File: config.mk
export PLATFORM = sky130hd
export DESIGN_NAME = purs_sequencer
export DESIGN_NICKNAME = d
export VERILOG_FILES = /design/src/hdl/purs_pkg.sv /design/src/hdl/purs_uv_filter.sv /design/src/hdl/purs_sequencer.sv
export SDC_FILE = /design/constraint.sdc
export NUM_CORES = 1
export LEC_CHECK = 0
export ABC_AREA = 1
export BUFFER_PORTS_ARGS = -buffer_cell sky130_fd_sc_hd__buf_4
export CAP_MARGIN = 5
export CORE_MARGIN = 3
export CORE_UTILIZATION = 44
export DETAILED_ROUTE_END_ITERATION = 16
export GPL_ROUTABILITY_DRIVEN = 0
export PLACE_DENSITY = 0.71
export SLEW_MARGIN = 20
export SYNTH_ARGS = -nofsm -noshare
export SYNTH_HDL_FRONTEND = slang
export SYNTH_SLANG_ARGS = --single-unit
File: constraint.sdc
create_clock -name MCLK_IN -period 3.85 [get_ports MCLK_IN]
set_input_delay 0.385 -clock MCLK_IN [delete_from_list [all_inputs] [get_ports MCLK_IN]]
set_output_delay 0.385 -clock MCLK_IN [all_outputs]
set_load 0.02 [all_outputs]
File: src/hdl/purs_pkg.sv
package purs_pkg;
  // Clock rate and timing figures
  localparam int CLK_HZ = 20_000_000;
  localparam int EN_DLY_MS = 11;
  localparam int MON_WAIT_MS = 10;
  localparam int RST_DLY_MS = 10;
  localparam int PARK_MAX_MS = 1;
  localparam int GLITCH_MIN_US = 20;
  localparam int GLITCH_MAX_US = 1000;
  localparam int EN_DLY_CYC = EN_DLY_MS * (CLK_HZ / 1000);
  localparam int MON_WAIT_CYC = MON_WAIT_MS * (CLK_HZ / 1000);
  localparam int RST_DLY_CYC = RST_DLY_MS * (CLK_HZ / 1000);
  localparam int PARK_CYC = 2;
  localparam int GLITCH_CYC = (GLITCH_MIN_US * (CLK_HZ / 1000) + 999) / 1000;
  localparam int GLITCH_MAX_CYC = GLITCH_MAX_US * (CLK_HZ / 1000) / 1000;
  localparam int FLT_CNT_W = 16;
  localparam int SEQ_CNT_W = 18;
  localparam int NUM_RAILS = 3;

  typedef enum logic [2:0] {
    PURS_IDLE   = 3'b000,
    PURS_EN_DLY = 3'b001,
    PURS_MON1   = 3'b011,
    PURS_MON2   = 3'b010,
    PURS_MON3   = 3'b110,
    PURS_RST_DLY = 3'b111,
    PURS_ON     = 3'b101,
    PURS_FAIL   = 3'b100
  } purs_state_e;

  typedef struct packed {
    logic io;
    logic mid;
    logic core;
  } purs_rails_s;
endpackage

File: src/hdl/purs_uv_filter.sv
// Falling-only undervoltage filter for one monitor comparator
module purs_uv_filter #(
  parameter int FILT_CYC = purs_pkg::GLITCH_CYC
) (
  // Clock and reset
  input wire logic clk_in,
  input wire logic rst_n_in,
  // Monitor level in, filtered level out
  input wire logic good_in,
  output logic good_out
);
  import purs_pkg::*;

  // Hold check needs at least two cycles of filtering
  if (FILT_CYC < 2 || FILT_CYC > GLITCH_MAX_CYC)
  begin : g_bad_filt
    $error("purs_uv_filter: FILT_CYC out of range");
  end

  logic [FLT_CNT_W-1:0] low_cnt;

  // Rising crossing passes at once; a fall must persist FILT_CYC cycles
  always_ff @(posedge clk_in or negedge rst_n_in)
  begin
    if (!rst_n_in)
    begin
      low_cnt <= '0;
      good_out <= 1'b0;
    end
    else if (good_in)
    begin
      low_cnt <= '0;
      good_out <= 1'b1;
    end
    else if (low_cnt >= FLT_CNT_W'(FILT_CYC - 1))
      good_out <= 1'b0;
    else
      low_cnt <= low_cnt + FLT_CNT_W'(1);
  end

  property p_glitch_hold;
    @(posedge clk_in) disable iff (!rst_n_in)
    $fell(good_in) && good_out |-> good_out [*2];
  endproperty
  a_glitch_hold: assert property (p_glitch_hold)
    else $error("short monitor glitch dropped good");

  property p_fault_seen;
    @(posedge clk_in) disable iff (!rst_n_in)
    !good_in [*8] |-> ##[0:1000] !good_out || good_in;
  endproperty
  a_fault_seen: assert property (p_fault_seen)
    else $error("persisting undervoltage not reported");
endmodule // purs_uv_filter

File: src/hdl/purs_sequencer.sv
// Contract
// - Core rail enable rises 11 ms after power request rises, synchronization included.
// - 10 ms after core enable, sample core monitor for threshold.
// - 10 ms after mid enable, sample mid monitor as pass/fail.
// - 10 ms after io enable, sample io monitor as pass/fail.
// - Every rail wait runs full length even on early success.
// - Release system reset 10 ms after io test passes.
// - Failed test keeps reset asserted; restart from the beginning needed.
// - Monitors act on falls; short glitches ignored, long ones are faults. Code faults them only in PURS_ON or at the rail's own sample point.
// - Falling power request drives mirror park low within 1 ms.
module purs_sequencer #(
  parameter int EN_CYC = purs_pkg::EN_DLY_CYC,
  parameter int MON_CYC = purs_pkg::MON_WAIT_CYC,
  parameter int RST_CYC = purs_pkg::RST_DLY_CYC,
  parameter int FILT_CYC = purs_pkg::GLITCH_CYC
) (
  // Clock and reset
  input wire logic MCLK_IN,
  input wire logic ARST_N_IN,
  // Host request and supply monitors
  input wire logic POWER_REQUEST_IN,
  input wire purs_pkg::purs_rails_s RAIL_GOOD_IN,
  // Rail enables, reset and park
  output purs_pkg::purs_rails_s RAIL_ENABLE_OUT,
  output logic SYSTEM_RESET_N_OUT,
  output logic MIRROR_PARK_N_OUT,
  output logic SEQ_FAULT_OUT
);
  import purs_pkg::*;

  // Enable delay compare point is EN_CYC - 3, so three cycles at least
  if (EN_CYC < 3 || MON_CYC < 1 || RST_CYC < 1 ||
      EN_CYC >= 2 ** SEQ_CNT_W || MON_CYC >= 2 ** SEQ_CNT_W ||
      RST_CYC >= 2 ** SEQ_CNT_W)
  begin : g_bad_timing
    $error("purs_sequencer: timing parameter out of range");
  end

  logic [1:0] rst_sync;
  logic rst_n;
  logic [1:0] req_sync;
  logic [1:0] good_sync [NUM_RAILS];
  logic [NUM_RAILS-1:0] good_flt;
  logic req;
  logic [SEQ_CNT_W-1:0] cnt;
  logic cnt_done;
  purs_state_e state;
  purs_state_e next_state;

  // Reset release through two flops
  always_ff @(posedge MCLK_IN or negedge ARST_N_IN)
  begin
    if (!ARST_N_IN)
      rst_sync <= 2'h0;
    else
      rst_sync <= {rst_sync[0], 1'b1};
  end
  assign rst_n = rst_sync[1];

  always_ff @(posedge MCLK_IN or negedge rst_n)
  begin
    if (!rst_n)
      req_sync <= 2'h0;
    else
      req_sync <= {req_sync[0], POWER_REQUEST_IN};
  end
  assign req = req_sync[1];

  genvar g;
  generate
    for (g = 0; g < NUM_RAILS; g++)
    begin : g_mon
      always_ff @(posedge MCLK_IN or negedge rst_n)
      begin
        if (!rst_n)
          good_sync[g] <= 2'h0;
        else
          good_sync[g] <= {good_sync[g][0], RAIL_GOOD_IN[g]};
      end
      purs_uv_filter #(
        .FILT_CYC(FILT_CYC)
      ) purs_uv_filter_i (
        .clk_in(MCLK_IN),
        .rst_n_in(rst_n),
        .good_in(good_sync[g][1]),
        .good_out(good_flt[g])
      );
    end
  endgenerate

  always_comb
  begin
    case (state)
      PURS_EN_DLY: cnt_done = (cnt == SEQ_CNT_W'(EN_CYC - 3));
      PURS_MON1, PURS_MON2, PURS_MON3:
        cnt_done = (cnt == SEQ_CNT_W'(MON_CYC - 1));
      PURS_RST_DLY: cnt_done = (cnt == SEQ_CNT_W'(RST_CYC - 1));
      default: cnt_done = 1'b0;
    endcase
  end

  // Shared delay counter, cleared at each step and while request is low
  always_ff @(posedge MCLK_IN or negedge rst_n)
  begin
    if (!rst_n)
      cnt <= '0;
    else if (!req || cnt_done || state != next_state)
      cnt <= '0;
    else
      cnt <= cnt + SEQ_CNT_W'(1);
  end

  always_comb
  begin
    next_state = state;
    case (state)
      PURS_IDLE: if (req) next_state = PURS_EN_DLY;
      PURS_EN_DLY: if (cnt_done) next_state = PURS_MON1;
      PURS_MON1: if (cnt_done)
        next_state = good_flt[0] ? PURS_MON2 : PURS_FAIL;
      PURS_MON2: if (cnt_done)
        next_state = good_flt[1] ? PURS_MON3 : PURS_FAIL;
      PURS_MON3: if (cnt_done)
        next_state = good_flt[2] ? PURS_RST_DLY : PURS_FAIL;
      PURS_RST_DLY: if (cnt_done) next_state = PURS_ON;
      PURS_ON: if (good_flt != 3'h7) next_state = PURS_FAIL;
      PURS_FAIL: next_state = PURS_FAIL;
      default: next_state = PURS_IDLE;
    endcase
    if (!req)
      next_state = PURS_IDLE;
  end

  always_ff @(posedge MCLK_IN or negedge rst_n)
  begin
    if (!rst_n)
      state <= PURS_IDLE;
    else
      state <= next_state;
  end

  // Outputs registered from next state
  always_ff @(posedge MCLK_IN or negedge rst_n)
  begin
    if (!rst_n)
    begin
      RAIL_ENABLE_OUT <= '0;
      SYSTEM_RESET_N_OUT <= 1'b0;
      SEQ_FAULT_OUT <= 1'b0;
    end
    else
    begin
      RAIL_ENABLE_OUT.core <= next_state inside {PURS_MON1, PURS_MON2,
        PURS_MON3, PURS_RST_DLY, PURS_ON};
      RAIL_ENABLE_OUT.mid <= next_state inside {PURS_MON2, PURS_MON3,
        PURS_RST_DLY, PURS_ON};
      RAIL_ENABLE_OUT.io <= next_state inside {PURS_MON3, PURS_RST_DLY,
        PURS_ON};
      SYSTEM_RESET_N_OUT <= (next_state == PURS_ON);
      SEQ_FAULT_OUT <= (next_state == PURS_FAIL);
    end
  end

  // Park goes low as soon as the request is gone
  always_ff @(posedge MCLK_IN or negedge rst_n)
  begin
    if (!rst_n)
      MIRROR_PARK_N_OUT <= 1'b0;
    else
      MIRROR_PARK_N_OUT <= req;
  end

  property p_en_delay;
    @(posedge MCLK_IN) disable iff (!rst_n)
    $rose(state == PURS_EN_DLY) |-> !RAIL_ENABLE_OUT.core [*8];
  endproperty
  a_en_delay: assert property (p_en_delay)
    else $error("core enable rose too early");

  property p_mon_full;
    @(posedge MCLK_IN) disable iff (!rst_n)
    $rose(RAIL_ENABLE_OUT.core) |-> !RAIL_ENABLE_OUT.mid [*8];
  endproperty
  a_mon_full: assert property (p_mon_full)
    else $error("core wait cut short");

  property p_mid_wait;
    @(posedge MCLK_IN) disable iff (!rst_n)
    $rose(RAIL_ENABLE_OUT.mid) |-> !RAIL_ENABLE_OUT.io [*8];
  endproperty
  a_mid_wait: assert property (p_mid_wait)
    else $error("mid wait cut short");

  property p_io_wait;
    @(posedge MCLK_IN) disable iff (!rst_n)
    $rose(RAIL_ENABLE_OUT.io) |-> !SYSTEM_RESET_N_OUT [*8];
  endproperty
  a_io_wait: assert property (p_io_wait)
    else $error("io wait cut short");

  property p_rst_dly;
    @(posedge MCLK_IN) disable iff (!rst_n)
    $rose(state == PURS_RST_DLY) |-> !SYSTEM_RESET_N_OUT [*8];
  endproperty
  a_rst_dly: assert property (p_rst_dly)
    else $error("reset released early");

  property p_fail_hold;
    @(posedge MCLK_IN) disable iff (!rst_n)
    state == PURS_FAIL |=> !SYSTEM_RESET_N_OUT;
  endproperty
  a_fail_hold: assert property (p_fail_hold)
    else $error("reset released after failed test");

  property p_order;
    @(posedge MCLK_IN) disable iff (!rst_n)
    (RAIL_ENABLE_OUT.io |-> RAIL_ENABLE_OUT.mid) and
    (RAIL_ENABLE_OUT.mid |-> RAIL_ENABLE_OUT.core);
  endproperty
  a_order: assert property (p_order)
    else $error("rail enable order broken");

  property p_park;
    @(posedge MCLK_IN) disable iff (!rst_n)
    $fell(POWER_REQUEST_IN) |-> ##[1:4] !MIRROR_PARK_N_OUT;
  endproperty
  a_park: assert property (p_park)
    else $error("park not driven low after request fell");

  property p_cnt_clear;
    @(posedge MCLK_IN) disable iff (!rst_n)
    !req |=> cnt == '0;
  endproperty
  a_cnt_clear: assert property (p_cnt_clear)
    else $error("delay counter not cleared");

  c_power_on: cover property (@(posedge MCLK_IN) $rose(SYSTEM_RESET_N_OUT));
  c_fail: cover property (@(posedge MCLK_IN) $rose(SEQ_FAULT_OUT));
  c_park: cover property (@(posedge MCLK_IN) $fell(MIRROR_PARK_N_OUT));
endmodule // purs_sequencer

==> results.cfg, run 1 <==
[detailed_routing]
drt-vias-per-instance = 4.876
firstDrtPassIters = 4
finalWirelength_um = 6595
drt_iter0_drc = 122
detail_route.drc_violations = 0
routedWlPerCell_um = 11.20
total_vias_in_the_final_route = 2872
residual_antenna_violating_net_count_after_detailed_routing = 0

[floorplan]
boundaryPins = 12
die_area_mm2 = 0.01042
floorplan.die.height_um = 102.1
rows = 34
fp.dieW_um = 102.1
coreArea_mm2 = 0.008848
initial_utilization = 0.4590

[sta]
fin_tns_setup_ns = 0
timing.fmax_ghz = 0.5008
skew_ns = 0.007663
setup-violations-final = 0
period_utilisation_layout = 0.5186
relSlewSlack = 0.6377
layout_min_cycle_time_ns = 1.997
unrepaired_setup_endpoints_after_global_routing = no
slew_at_the_pin_closest_to_its_max_slew_limit_ns = 0.5384
timing.final.max_slew_violations = 0
hold_viol_final = 0

[power]
pwr-share-comb = 0.044
power.density_cell_area_mw_per_mm2 = 369.6
p_int_mw = 1.266
share_clk_of_total_power = 0.378
power_switching_mw = 0.3917
ir_worst_vdd_v = 0.0002533
switching_share = 0.2363
power_leakage_nw = 2.018
seqPwrFrac = 0.578

[global_routing]
first_global_vias = 2831
grt_start_max_net_pins = 87
grt_use_total = 0.1393
antenna_found_initial = 0
first_pass_grt_wire_length_um = 11730
overflow = 0

[logic_synthesis]
synth.cell_area_mm2 = 0.004061
synth_fp_nets = 466
ys_seq_area_frac = 0.5422
area_share_of_the_largest_cell_type_after_synthesis = 0.5422
synth.yosys.warnings = 0
synth-async-reset-ratio = 1.000
synthesis.instances = 456
ys_seq_elements = 88
synth.largest_area_cell = sky130_fd_sc_hd__dfrtp_1
netlist_top_cells_area = sky130_fd_sc_hd__dfrtp_1, sky130_fd_sc_hd__inv_1, sky130_fd_sc_hd__nor2_1
synthFlopType = sky130_fd_sc_hd__dfrtp_1
synth-edff-count = 0
yosysMostFrequentCell = sky130_fd_sc_hd__dfrtp_1
syn_area_per_cell_um2 = 8.907
synth_common_cells = sky130_fd_sc_hd__dfrtp_1, sky130_fd_sc_hd__inv_1, sky130_fd_sc_hd__nor2_1
synthDistinctLibCells = 30

[clock_network]
cts_htree_levels = 3
cts_hold_buffers = 1
cts-resized-gates = 0
cts_tree = done
tritoncts_num_sinks = 88
post-cts-setup-buffers = 0
clockRootBuffer = sky130_fd_sc_hd__clkbuf_8
cts.clk_slew.worst_paths_ns = 0.09
clock_buffers_created_by_tritoncts = 9
insertion_delay_ns = 0.35
clock_tree.buffer_depth = 2

[job]
max_cap_viol_count = 0

[placement]
postPlaceCellArea_mm2 = 0.004252
detailedPlacementHpwl_um = 4605
numPortBuffers = 11

[worst_setup_path]
end_kind = flop
crit_fanout = 6
critical_path.startpoint_type = flop
critical_path_class = reg -> reg
worst-endpoint-required_ns = 4.08
cp_data_arrival_time_ns = 2.23

[status]
outcome = completed

[cells_and_area]
layout-area-overhead-vs-synth_pct = 10.44
insertedDiodeCount = 0
finalNetCount = 486
final_layout_size_suffix_gt1_frac = 0.1185
final_area_mm2 = 0.004486

[worst_hold_path]
timing.hold.worst.class = in -> reg
-- area by class of cell --
cell class | instances | area (µm²)
Clock inverter | 6 | 68.82
Fill cell | 826 | 4363
Sequential cell | 88 | 2206
Multi-Input combinational cell | 280 | 1513
Timing Repair Buffer | 13 | 120.1
Tap cell | 108 | 135.1
Inverter | 84 | 315.3
Clock buffer | 10 | 127.6
-- worst paths after layout --
check	cells after the start	slack (ns)	to	startpoint
max reg2reg	10	1.85	cnt[14]	cnt[0]
min	1	0.14	good_sync[4]	RAIL_GOOD_IN[0]
max in group asynchronous	1	2.99	cnt[17]	rst_sync[1]
min in group asynchronous	0	0.27	good_sync[2]	rst_sync[1]
max	10	1.85	cnt[14]	cnt[0]
min reg2reg	0	0.27	good_sync[2]	rst_sync[1]
-- cells by family (layout without fill, tap and decap cells) --
family / after synthesis / after routing / synth area share
and+or+nand+nor: 215 / 215 / 0.2640
DFF: 88 / 88 / 0.5422
buffers and inverters: 88 / 113 / 0.08534
AOI/OAI and AO/OA: 42 / 42 / 0.05638
xor gates and xnor gates: 18 / 18 / 0.03882
adders and majority gates: 4 / 4 / 0.01232
other: 1 / 1 / 0.0009233
-- metal layers --
| layer | track usage | wire length, µm | up-vias | part of all wire |
|---|---|---|---|---|
| met1 | 0.1729 | 3127 | 1346 | 0.47 |
| met2 | 0.2329 | 3147 | 43 | 0.48 |
| met4 | 0.07164 | 147 | 0 | 0.022 |
| li1 | - | - | 1468 | - |
| met3 | 0.02526 | 172 | 15 | 0.026 |
| met5 | 0 | 0 | - | 0 |
-- flip-flops by register name, summed over array words and instances, names as in the netlist --
| name | cells |
|---|---|
| MIRROR_PARK_N_OUT | 1 |
| RAIL_ENABLE_OUT | 3 |
| SEQ_FAULT_OUT | 1 |
| SYSTEM_RESET_N_OUT | 1 |
| cnt | 18 |
| g_mon.purs_uv_filter_i.good_out | 3 |
| g_mon.purs_uv_filter_i.low_cnt | 48 |
| good_sync | 6 |
| req_sync | 2 |
| rst_sync | 2 |
| state | 3 |
-- power by group through the flow --
stage | Combinational [mW] | Sequential (mW) | Clock, mW
finish | 0.0726 | 0.959 | 0.626
floorplan | 0.0523 | 0.978 | 0
detailed placement | 0.0591 | 0.989 | 0
CTS | 0.0602 | 0.970 | 0.650
global placement | 0.0569 | 0.988 | 0
global route | 0.0836 | 0.963 | 0.689
-- metrics by stage --
stage	setup slack [ns]	hold WS [ns]	std cells	power, mW	utilization
floorplan	1.217	0.08941	456	1.031	-
global placement	1.950	0.1676	571	1.045	0.4805
detailed placement	1.853	0.1690	571	1.048	0.4805
CTS	1.833	0.1207	588	1.680	0.5038
global route	1.625	0.1113	589	1.736	0.5069
finish	1.853	0.1361	589	1.658	0.5069
-- cell usage in the layout, fill, tap and decap left out, drive strengths merged, types with 2 or more instances in the layout --
master / instances
nor4: 5
dfrtp: 88
o21a: 2
clkbuf: 10
nor2: 80
o21ai: 22
nand3: 35
a21oi: 14
nand4: 11
inv: 83
nor3: 17
ha: 4
buf: 12
clkinv: 5
a211oi: 2
xnor2: 4
xor2: 14
nand2: 67
-- critical path, cell delays in order (launching register included) --
cell                      delay, ns
sky130_fd_sc_hd__dfrtp_1       0.43
sky130_fd_sc_hd__ha_1          0.21
sky130_fd_sc_hd__nand2_1       0.07
sky130_fd_sc_hd__nor2_1        0.16
sky130_fd_sc_hd__nand3_1       0.14
sky130_fd_sc_hd__nor2_1        0.18
sky130_fd_sc_hd__inv_1         0.10
sky130_fd_sc_hd__nor3_2        0.18
sky130_fd_sc_hd__nand3_1       0.12
sky130_fd_sc_hd__xor2_1        0.24
sky130_fd_sc_hd__nor2_4        0.06
No activity file was read; power rests on OpenSTA's default activity.
==> run 2: changes to the inputs <==
Clock period 3.85 ns to 1.93 ns, I/O delays scaled along.
==> run 2 against run 1 <==
Compared with the run above:
- wire length grew 11%
- die area did not move
- global-route usage is 0.60 points higher
- maximum frequency grew 3.6%
- sequential share of layout area decreased by 3.8 points
- hold slack better by 0.020 ns
- sequential cell count unchanged
- non-clock buffer count is 24 higher
- register-to-register slack worse by 1.9 ns
- total power is 110% higher
- first-iteration DRC count down 5.7%
- highest routed layer unchanged
==> results.cfg, run 2 (synthesis gave the netlist of run 1 again) <==
[detailed_routing]
drt-vias-per-instance = 4.969
total_vias_in_the_final_route = 3046
detail_route.drc_violations = 0
routedWlPerCell_um = 11.95
firstDrtPassIters = 4
residual_antenna_violating_net_count_after_detailed_routing = 0
drt_iter0_drc = 115
finalWirelength_um = 7327

[clock_network]
cts.clk_slew.worst_paths_ns = 0.08
clockRootBuffer = sky130_fd_sc_hd__clkbuf_8
clock_buffers_created_by_tritoncts = 9
clock_tree.buffer_depth = 2
cts_tree = done
cts_htree_levels = 3
tritoncts_num_sinks = 88
insertion_delay_ns = 0.35

[cells_and_area]
layout-area-overhead-vs-synth_pct = 19.84
fillCellCount = 788
layout_commonest_cell = sky130_fd_sc_hd__dfrtp_1
finalNetCount = 510
final_layout_size_suffix_gt1_frac = 0.1960
insertedDiodeCount = 0
largest_register_ffs = 48
finalCoreUtilization = 0.5501
max_flop_register = g_mon.purs_uv_filter_i.low_cnt
largestRegisters = g_mon.purs_uv_filter_i.low_cnt (48), cnt (18), good_sync (6)
mostFrequentLayoutCells = sky130_fd_sc_hd__dfrtp_1, sky130_fd_sc_hd__inv_1, sky130_fd_sc_hd__nor2_1, sky130_fd_sc_hd__nand2_1, sky130_fd_sc_hd__nand3_1

[worst_setup_path]
reg2reg_slack_ns = 0.003
critical_path_class = reg -> reg
crit_fanout = 3
critical_path.startpoint_type = flop
rr_endpoint = cnt[16]
critPathMaxStageDelay_ns = 0.39
cp_top_family = simple AND/OR/NAND/NOR gates
path_cells = ha_2, nand2_2, nor2_2, nand3_2, nor2_4, inv_2, nor3_4, nand4_1, xor2_2, nor2_4
timing.critical_path.buf_inv = 1
worst-endpoint-required_ns = 2.17
ff2ff_path_depth = 10
end_kind = flop
slowest_stage_cell_cp = sky130_fd_sc_hd__dfrtp_1
critPathMostFrequentCell = sky130_fd_sc_hd__nor2_4
cp_data_arrival_time_ns = 2.16
r2r_start = cnt[1]

[sta]
unrepaired_setup_endpoints_after_global_routing = yes
timing.fmax_ghz = 0.5190
setup-violations-final = 0
slew_at_the_pin_closest_to_its_max_slew_limit_ns = 0.5167
skew_ns = 0.008411
timing.final.max_slew_violations = 0
layout_min_cycle_time_ns = 1.927
hold_viol_final = 0
period_utilisation_layout = 0.9983
fin_tns_setup_ns = 0
timing.hold.ws_ns = 0.1556
relSlewSlack = 0.6555

[placement]
detailedPlacementHpwl_um = 4951
numPortBuffers = 11

[power]
total_power_mw = 3.427
power.density_cell_area_mw_per_mm2 = 704.1
power_leakage_nw = 2.202
ir_worst_vdd_v = 0.0004507

[floorplan]
rows = 34
die_area_mm2 = 0.01042
coreArea_mm2 = 0.008848
boundaryPins = 12
fp.dieW_um = 102.1
floorplan.die.height_um = 102.1
initial_utilization = 0.4590

[worst_hold_path]
timing.hold.worst.class = in -> async

[global_routing]
overflow = 0
first_global_vias = 2944
grt_use_total = 0.1453
first_pass_grt_wire_length_um = 12050
grt_start_max_net_pins = 42
antenna_found_initial = 0

[status]
outcome = completed

[job]
max_cap_viol_count = 0
## run 2: changes by cell type in the layout (fill, tap and decap cells not counted), moves of 3 or more
cell                            change
sky130_fd_sc_hd__xor2_1             -3
sky130_fd_sc_hd__dlygate4sd3_1      +4
sky130_fd_sc_hd__nand3_1            -3
sky130_fd_sc_hd__nand2_1            -6
sky130_fd_sc_hd__nor2_1             -6
sky130_fd_sc_hd__buf_4             +15
sky130_fd_sc_hd__nand3_4            +3
sky130_fd_sc_hd__buf_12             +3
sky130_fd_sc_hd__nor2_2             +5
sky130_fd_sc_hd__xor2_2             +3
sky130_fd_sc_hd__nand2_2            +4
## run 2: final cells by class
class | count | area, µm² | area share
Inverter | 84 | 317.8 | 0.06530
Multi-Input combinational cell | 280 | 1634 | 0.3357
Timing Repair Buffer | 37 | 366.6 | 0.07532
Clock inverter | 4 | 51.30 | 0.01054
Clock buffer | 12 | 155.1 | 0.03188
Tap cell | 108 | 135.1 | 0.02776
Sequential cell | 88 | 2207 | 0.4535
## run 2: how the worst max path moves through the flow
stage,depth (start not counted),from,to,slack (ns)
global placement,10,cnt[1],cnt[16],0.07
detailed placement,10,cnt[1],cnt[16],0.0009
CTS,10,cnt[0],cnt[16],0.04
finish,10,cnt[1],cnt[16],0.003
floorplan,10,cnt[0],cnt[16],0.15
global route,10,cnt[1],cnt[16],-0.13
## run 2: worst reg2reg max path, cell delays in order (launching register included)
cell and delay [ns]:
sky130_fd_sc_hd__dfrtp_1 0.39, sky130_fd_sc_hd__ha_2 0.23, sky130_fd_sc_hd__nand2_2 0.07, sky130_fd_sc_hd__nor2_2 0.15
sky130_fd_sc_hd__nand3_2 0.12, sky130_fd_sc_hd__nor2_4 0.15, sky130_fd_sc_hd__inv_2 0.06, sky130_fd_sc_hd__nor3_4 0.19
sky130_fd_sc_hd__nand4_1 0.16, sky130_fd_sc_hd__xor2_2 0.24, sky130_fd_sc_hd__nor2_4 0.06
## run 2: timing repair
action / in CTS / in global routing
resized for setup: 0 / 31
hold buffers: 5 / 0
setup buffers: 2 / 9
pin swaps: 0 / 8
cloned: 0 / 2
endpoints found under the setup margin: 1 / 23
hold endpoints to repair: 6 / 0
## run 2: per-layer routing
layer / global-route usage / part of all wire / vias up
li1: - / - / 1517
met1: 0.1722 / 0.44 / 1475
met2: 0.2584 / 0.52 / 40
met3: 0.03413 / 0.028 / 14
met4: 0.05045 / 0.014 / 0
met5: 0 / 0 / -
## run 2: report_power, final
| part | switching (mW) | internal (mW) |
|---|---|---|
| Sequential | 0.0421 | 1.87 |
| Combinational | 0.117 | 0.0926 |
| Clock | 0.629 | 0.673 |
| Total | 0.788 | 2.64 |
## run 2: per-stage QoR
stage / cells / setup WS, ns / area (µm²)
6_report: 613 / 0.003277 / 4867
5_1_grt: 613 / -0.1338 / 4867
4_1_cts: 603 / 0.04367 / 4628
3_5_place_dp: 580 / 0.0008870 / 4357
3_3_place_gp: 580 / 0.07373 / 4357
2_1_floorplan: 456 / 0.1505 / 4063
==> run 3: changes to the inputs <==
Settings changed: BUFFER_PORTS_ARGS -buffer_cell sky130_fd_sc_hd__buf_4 to unset, DONT_BUFFER_PORTS set to 1, PLACE_DENSITY 0.71 to 0.7, SYNTH_HIERARCHICAL set to 1.
==> run 3 against run 2 <==
Compared with the run above:
- clock power grew 25%
- via count up 11%
- maximum frequency rose by 3.0%
- sequential share of layout area shrank 2.7 points
- global-route usage up 0.66 points
- first-iteration DRC count is 96% higher
- critical path depth up 2
- sequential power about the same
- clock-buffer cell count shrank 1
- largest cell class unchanged
==> results.cfg, run 3 <==
[status]
outcome = completed

[sta]
setup-violations-final = 0
slew_at_the_pin_closest_to_its_max_slew_limit_ns = 0.5190
period_utilisation_layout = 0.9694
timing.fmax_ghz = 0.5345
unrepaired_setup_endpoints_after_global_routing = yes
layout_min_cycle_time_ns = 1.871
relSlewSlack = 0.6540
timing.final.max_slew_violations = 0
fin_tns_setup_ns = 0
hold_viol_final = 0
skew_ns = 0.01252

[logic_synthesis]
synth-async-reset-ratio = 1.000
netlist_top_cells_area = sky130_fd_sc_hd__dfrtp_1, sky130_fd_sc_hd__nand2_1, sky130_fd_sc_hd__nand3_1
synth_common_cells = sky130_fd_sc_hd__nand2_1, sky130_fd_sc_hd__dfrtp_1, sky130_fd_sc_hd__nor2_1
ys_seq_elements = 88
synthDistinctLibCells = 36
area_share_of_the_largest_cell_type_after_synthesis = 0.4819
synth.largest_area_cell = sky130_fd_sc_hd__dfrtp_1
synth.yosys.warnings = 6
syn_area_per_cell_um2 = 8.605
synth_fp_nets = 541
synthFlopType = sky130_fd_sc_hd__dfrtp_1
synth.cell_area_mm2 = 0.004569
synth-edff-count = 0
synthesis.instances = 531
ys_seq_area_frac = 0.4819
yosysMostFrequentCell = sky130_fd_sc_hd__nand2_1

[floorplan]
fp.dieW_um = 107.9
initial_utilization = 0.4590
rows = 36
die_area_mm2 = 0.01164
coreArea_mm2 = 0.009955
floorplan.die.height_um = 107.9
boundaryPins = 12

[cells_and_area]
footprint_of_the_multi_input_gates_mm2 = 0.002160
layout_commonest_cell = sky130_fd_sc_hd__nand2_1
finalCoreUtilization = 0.5200
final_layout_size_suffix_gt1_frac = 0.1790
insertedDiodeCount = 0
largest_register_ffs = 48
layout-area-overhead-vs-synth_pct = 13.28
finalNetCount = 558
final_area_mm2 = 0.005176
largestRegisters = g_mon.purs_uv_filter_i/low_cnt (48), cnt (18), good_sync (6)
ff_latch_area_mm2 = 0.002207
max_flop_register = g_mon.purs_uv_filter_i/low_cnt
fillCellCount = 860
mostFrequentLayoutCells = sky130_fd_sc_hd__nand2_1, sky130_fd_sc_hd__dfrtp_1, sky130_fd_sc_hd__inv_1, sky130_fd_sc_hd__nor2_1, sky130_fd_sc_hd__nand3_1

[clock_network]
clock_buffers_created_by_tritoncts = 9
clock_tree.buffer_depth = 2
clockRootBuffer = sky130_fd_sc_hd__clkbuf_8
cts_htree_levels = 3
insertion_delay_ns = 0.35
cts_tree = done
tritoncts_num_sinks = 88
cts.clk_slew.worst_paths_ns = 0.09

[power]
p_int_mw = 2.932
seqPwrFrac = 0.516
power.density_cell_area_mw_per_mm2 = 722.3
power_leakage_nw = 2.526
total_power_mw = 3.739
pwr-share-comb = 0.049
ir_worst_vdd_v = 0.0005048
share_clk_of_total_power = 0.434
power_switching_mw = 0.8072
switching_share = 0.2159

[worst_hold_path]
timing.hold.worst.class = in -> async

[worst_setup_path]
ff2ff_path_depth = 12
worstSetupStartpoint = cnt[1]
critical_path.startpoint_type = flop
r2r_start = cnt[1]
critical_path_depth = 12
timing.critical_path.buf_inv = 2
critical_path_class = reg -> reg
rr_endpoint = cnt[1]
endpoint = cnt[1]
end_kind = flop
crit_fanout = 9
slowest_stage_cell_cp = sky130_fd_sc_hd__dfrtp_1
cp_top_family = simple AND/OR/NAND/NOR gates
worst-endpoint-required_ns = 2.22
critPathMaxStageDelay_ns = 0.44
cp_data_arrival_time_ns = 2.16
path_cells = buf_4, nand2_1, nor2_2, nand2_2, nand2_4, nand2_8, nor2_4, o21a_2, a21oi_4, buf_4, nand2_8, nor2_1
reg2reg_slack_ns = 0.06

[detailed_routing]
dr_wl_met2_um = 3783
met3_wirelength_um = 336
finalWirelength_um = 8145
detail_route.drc_violations = 0
total_vias_in_the_final_route = 3394
drt-vias-per-instance = 4.948
route.layer.met1.wl_um = 3860
residual_antenna_violating_net_count_after_detailed_routing = 0
highest_metal_used = met4
firstDrtPassIters = 4
routedWlPerCell_um = 11.87
drt_iter0_drc = 225

[placement]
detailedPlacementHpwl_um = 5393
numPortBuffers = 0
postPlaceCellArea_mm2 = 0.004706

[global_routing]
first_global_vias = 3387
antenna_found_initial = 0
overflow = 0
grt_start_max_net_pins = 51
first_pass_grt_wire_length_um = 14490
grt_use_total = 0.1519

[job]
max_cap_viol_count = 0
-- run 3: routing by layer --
layer  GRT usage  vias up
met3     0.03359       15
met2      0.2531       76
met5           0        -
li1            -     1687
met4     0.05861        0
met1      0.1932     1616
-- run 3: cell families after synthesis --
kind of cell	after synthesis	synth area share
AOI/OAI and AO/OA	13	0.01862
xor gates and xnor gates	16	0.03067
adders and majority gates	4	0.01095
buffers and inverters	77	0.07092
DFF	88	0.4819
other	1	0.0008207
and+or+nand+nor	332	0.3861
-- run 3: per-stage QoR --
step | setup slack, ns | std cells | hold WS, ns
CTS | 0.08175 | 680 | 0.04489
global placement | 0.1539 | 659 | -0.1025
floorplan | 0.2933 | 531 | -0.1026
finish | 0.05915 | 686 | 0.05995
detailed placement | 0.09274 | 659 | -0.1025
global route | -0.04396 | 686 | 0.04241
-- run 3: how the worst min path moves through the flow --
stage / to / slack [ns] / cells after the start
after global routing: rst_sync[1] / 0.04 / 1
final: rst_sync[1] / 0.06 / 1
after floorplan: rst_sync[0] / -0.10 / 0
after detailed placement: rst_sync[0] / -0.10 / 0
after global placement: rst_sync[0] / -0.10 / 0
after CTS: rst_sync[1] / 0.04 / 1
-- run 3: final cells by class --
type,instances,share of cell area
Inverter,70,0.05076
Timing Repair Buffer,11,0.02321
Sequential cell,88,0.4264
Clock buffer,11,0.02538
Clock inverter,5,0.02490
Multi-Input combinational cell,368,0.4172
Tap cell,133,0.03215
-- run 3: power groups by stage --
stage               sequential, mW  clock (mW)  combinational [mW]
finish                        1.93        1.62               0.185
CTS                           1.93        1.67               0.145
detailed placement            1.97           0               0.137
global route                  1.94        1.74               0.206
floorplan                     1.96           0               0.110
global placement              1.96           0               0.133
-- run 3: repair_timing --
item	in CTS	in global routing
setup endpoints to repair	0	19
resized for setup	0	18
buffers inserted	0	4
hold buffers	5	0
hold endpoints to repair	6	0
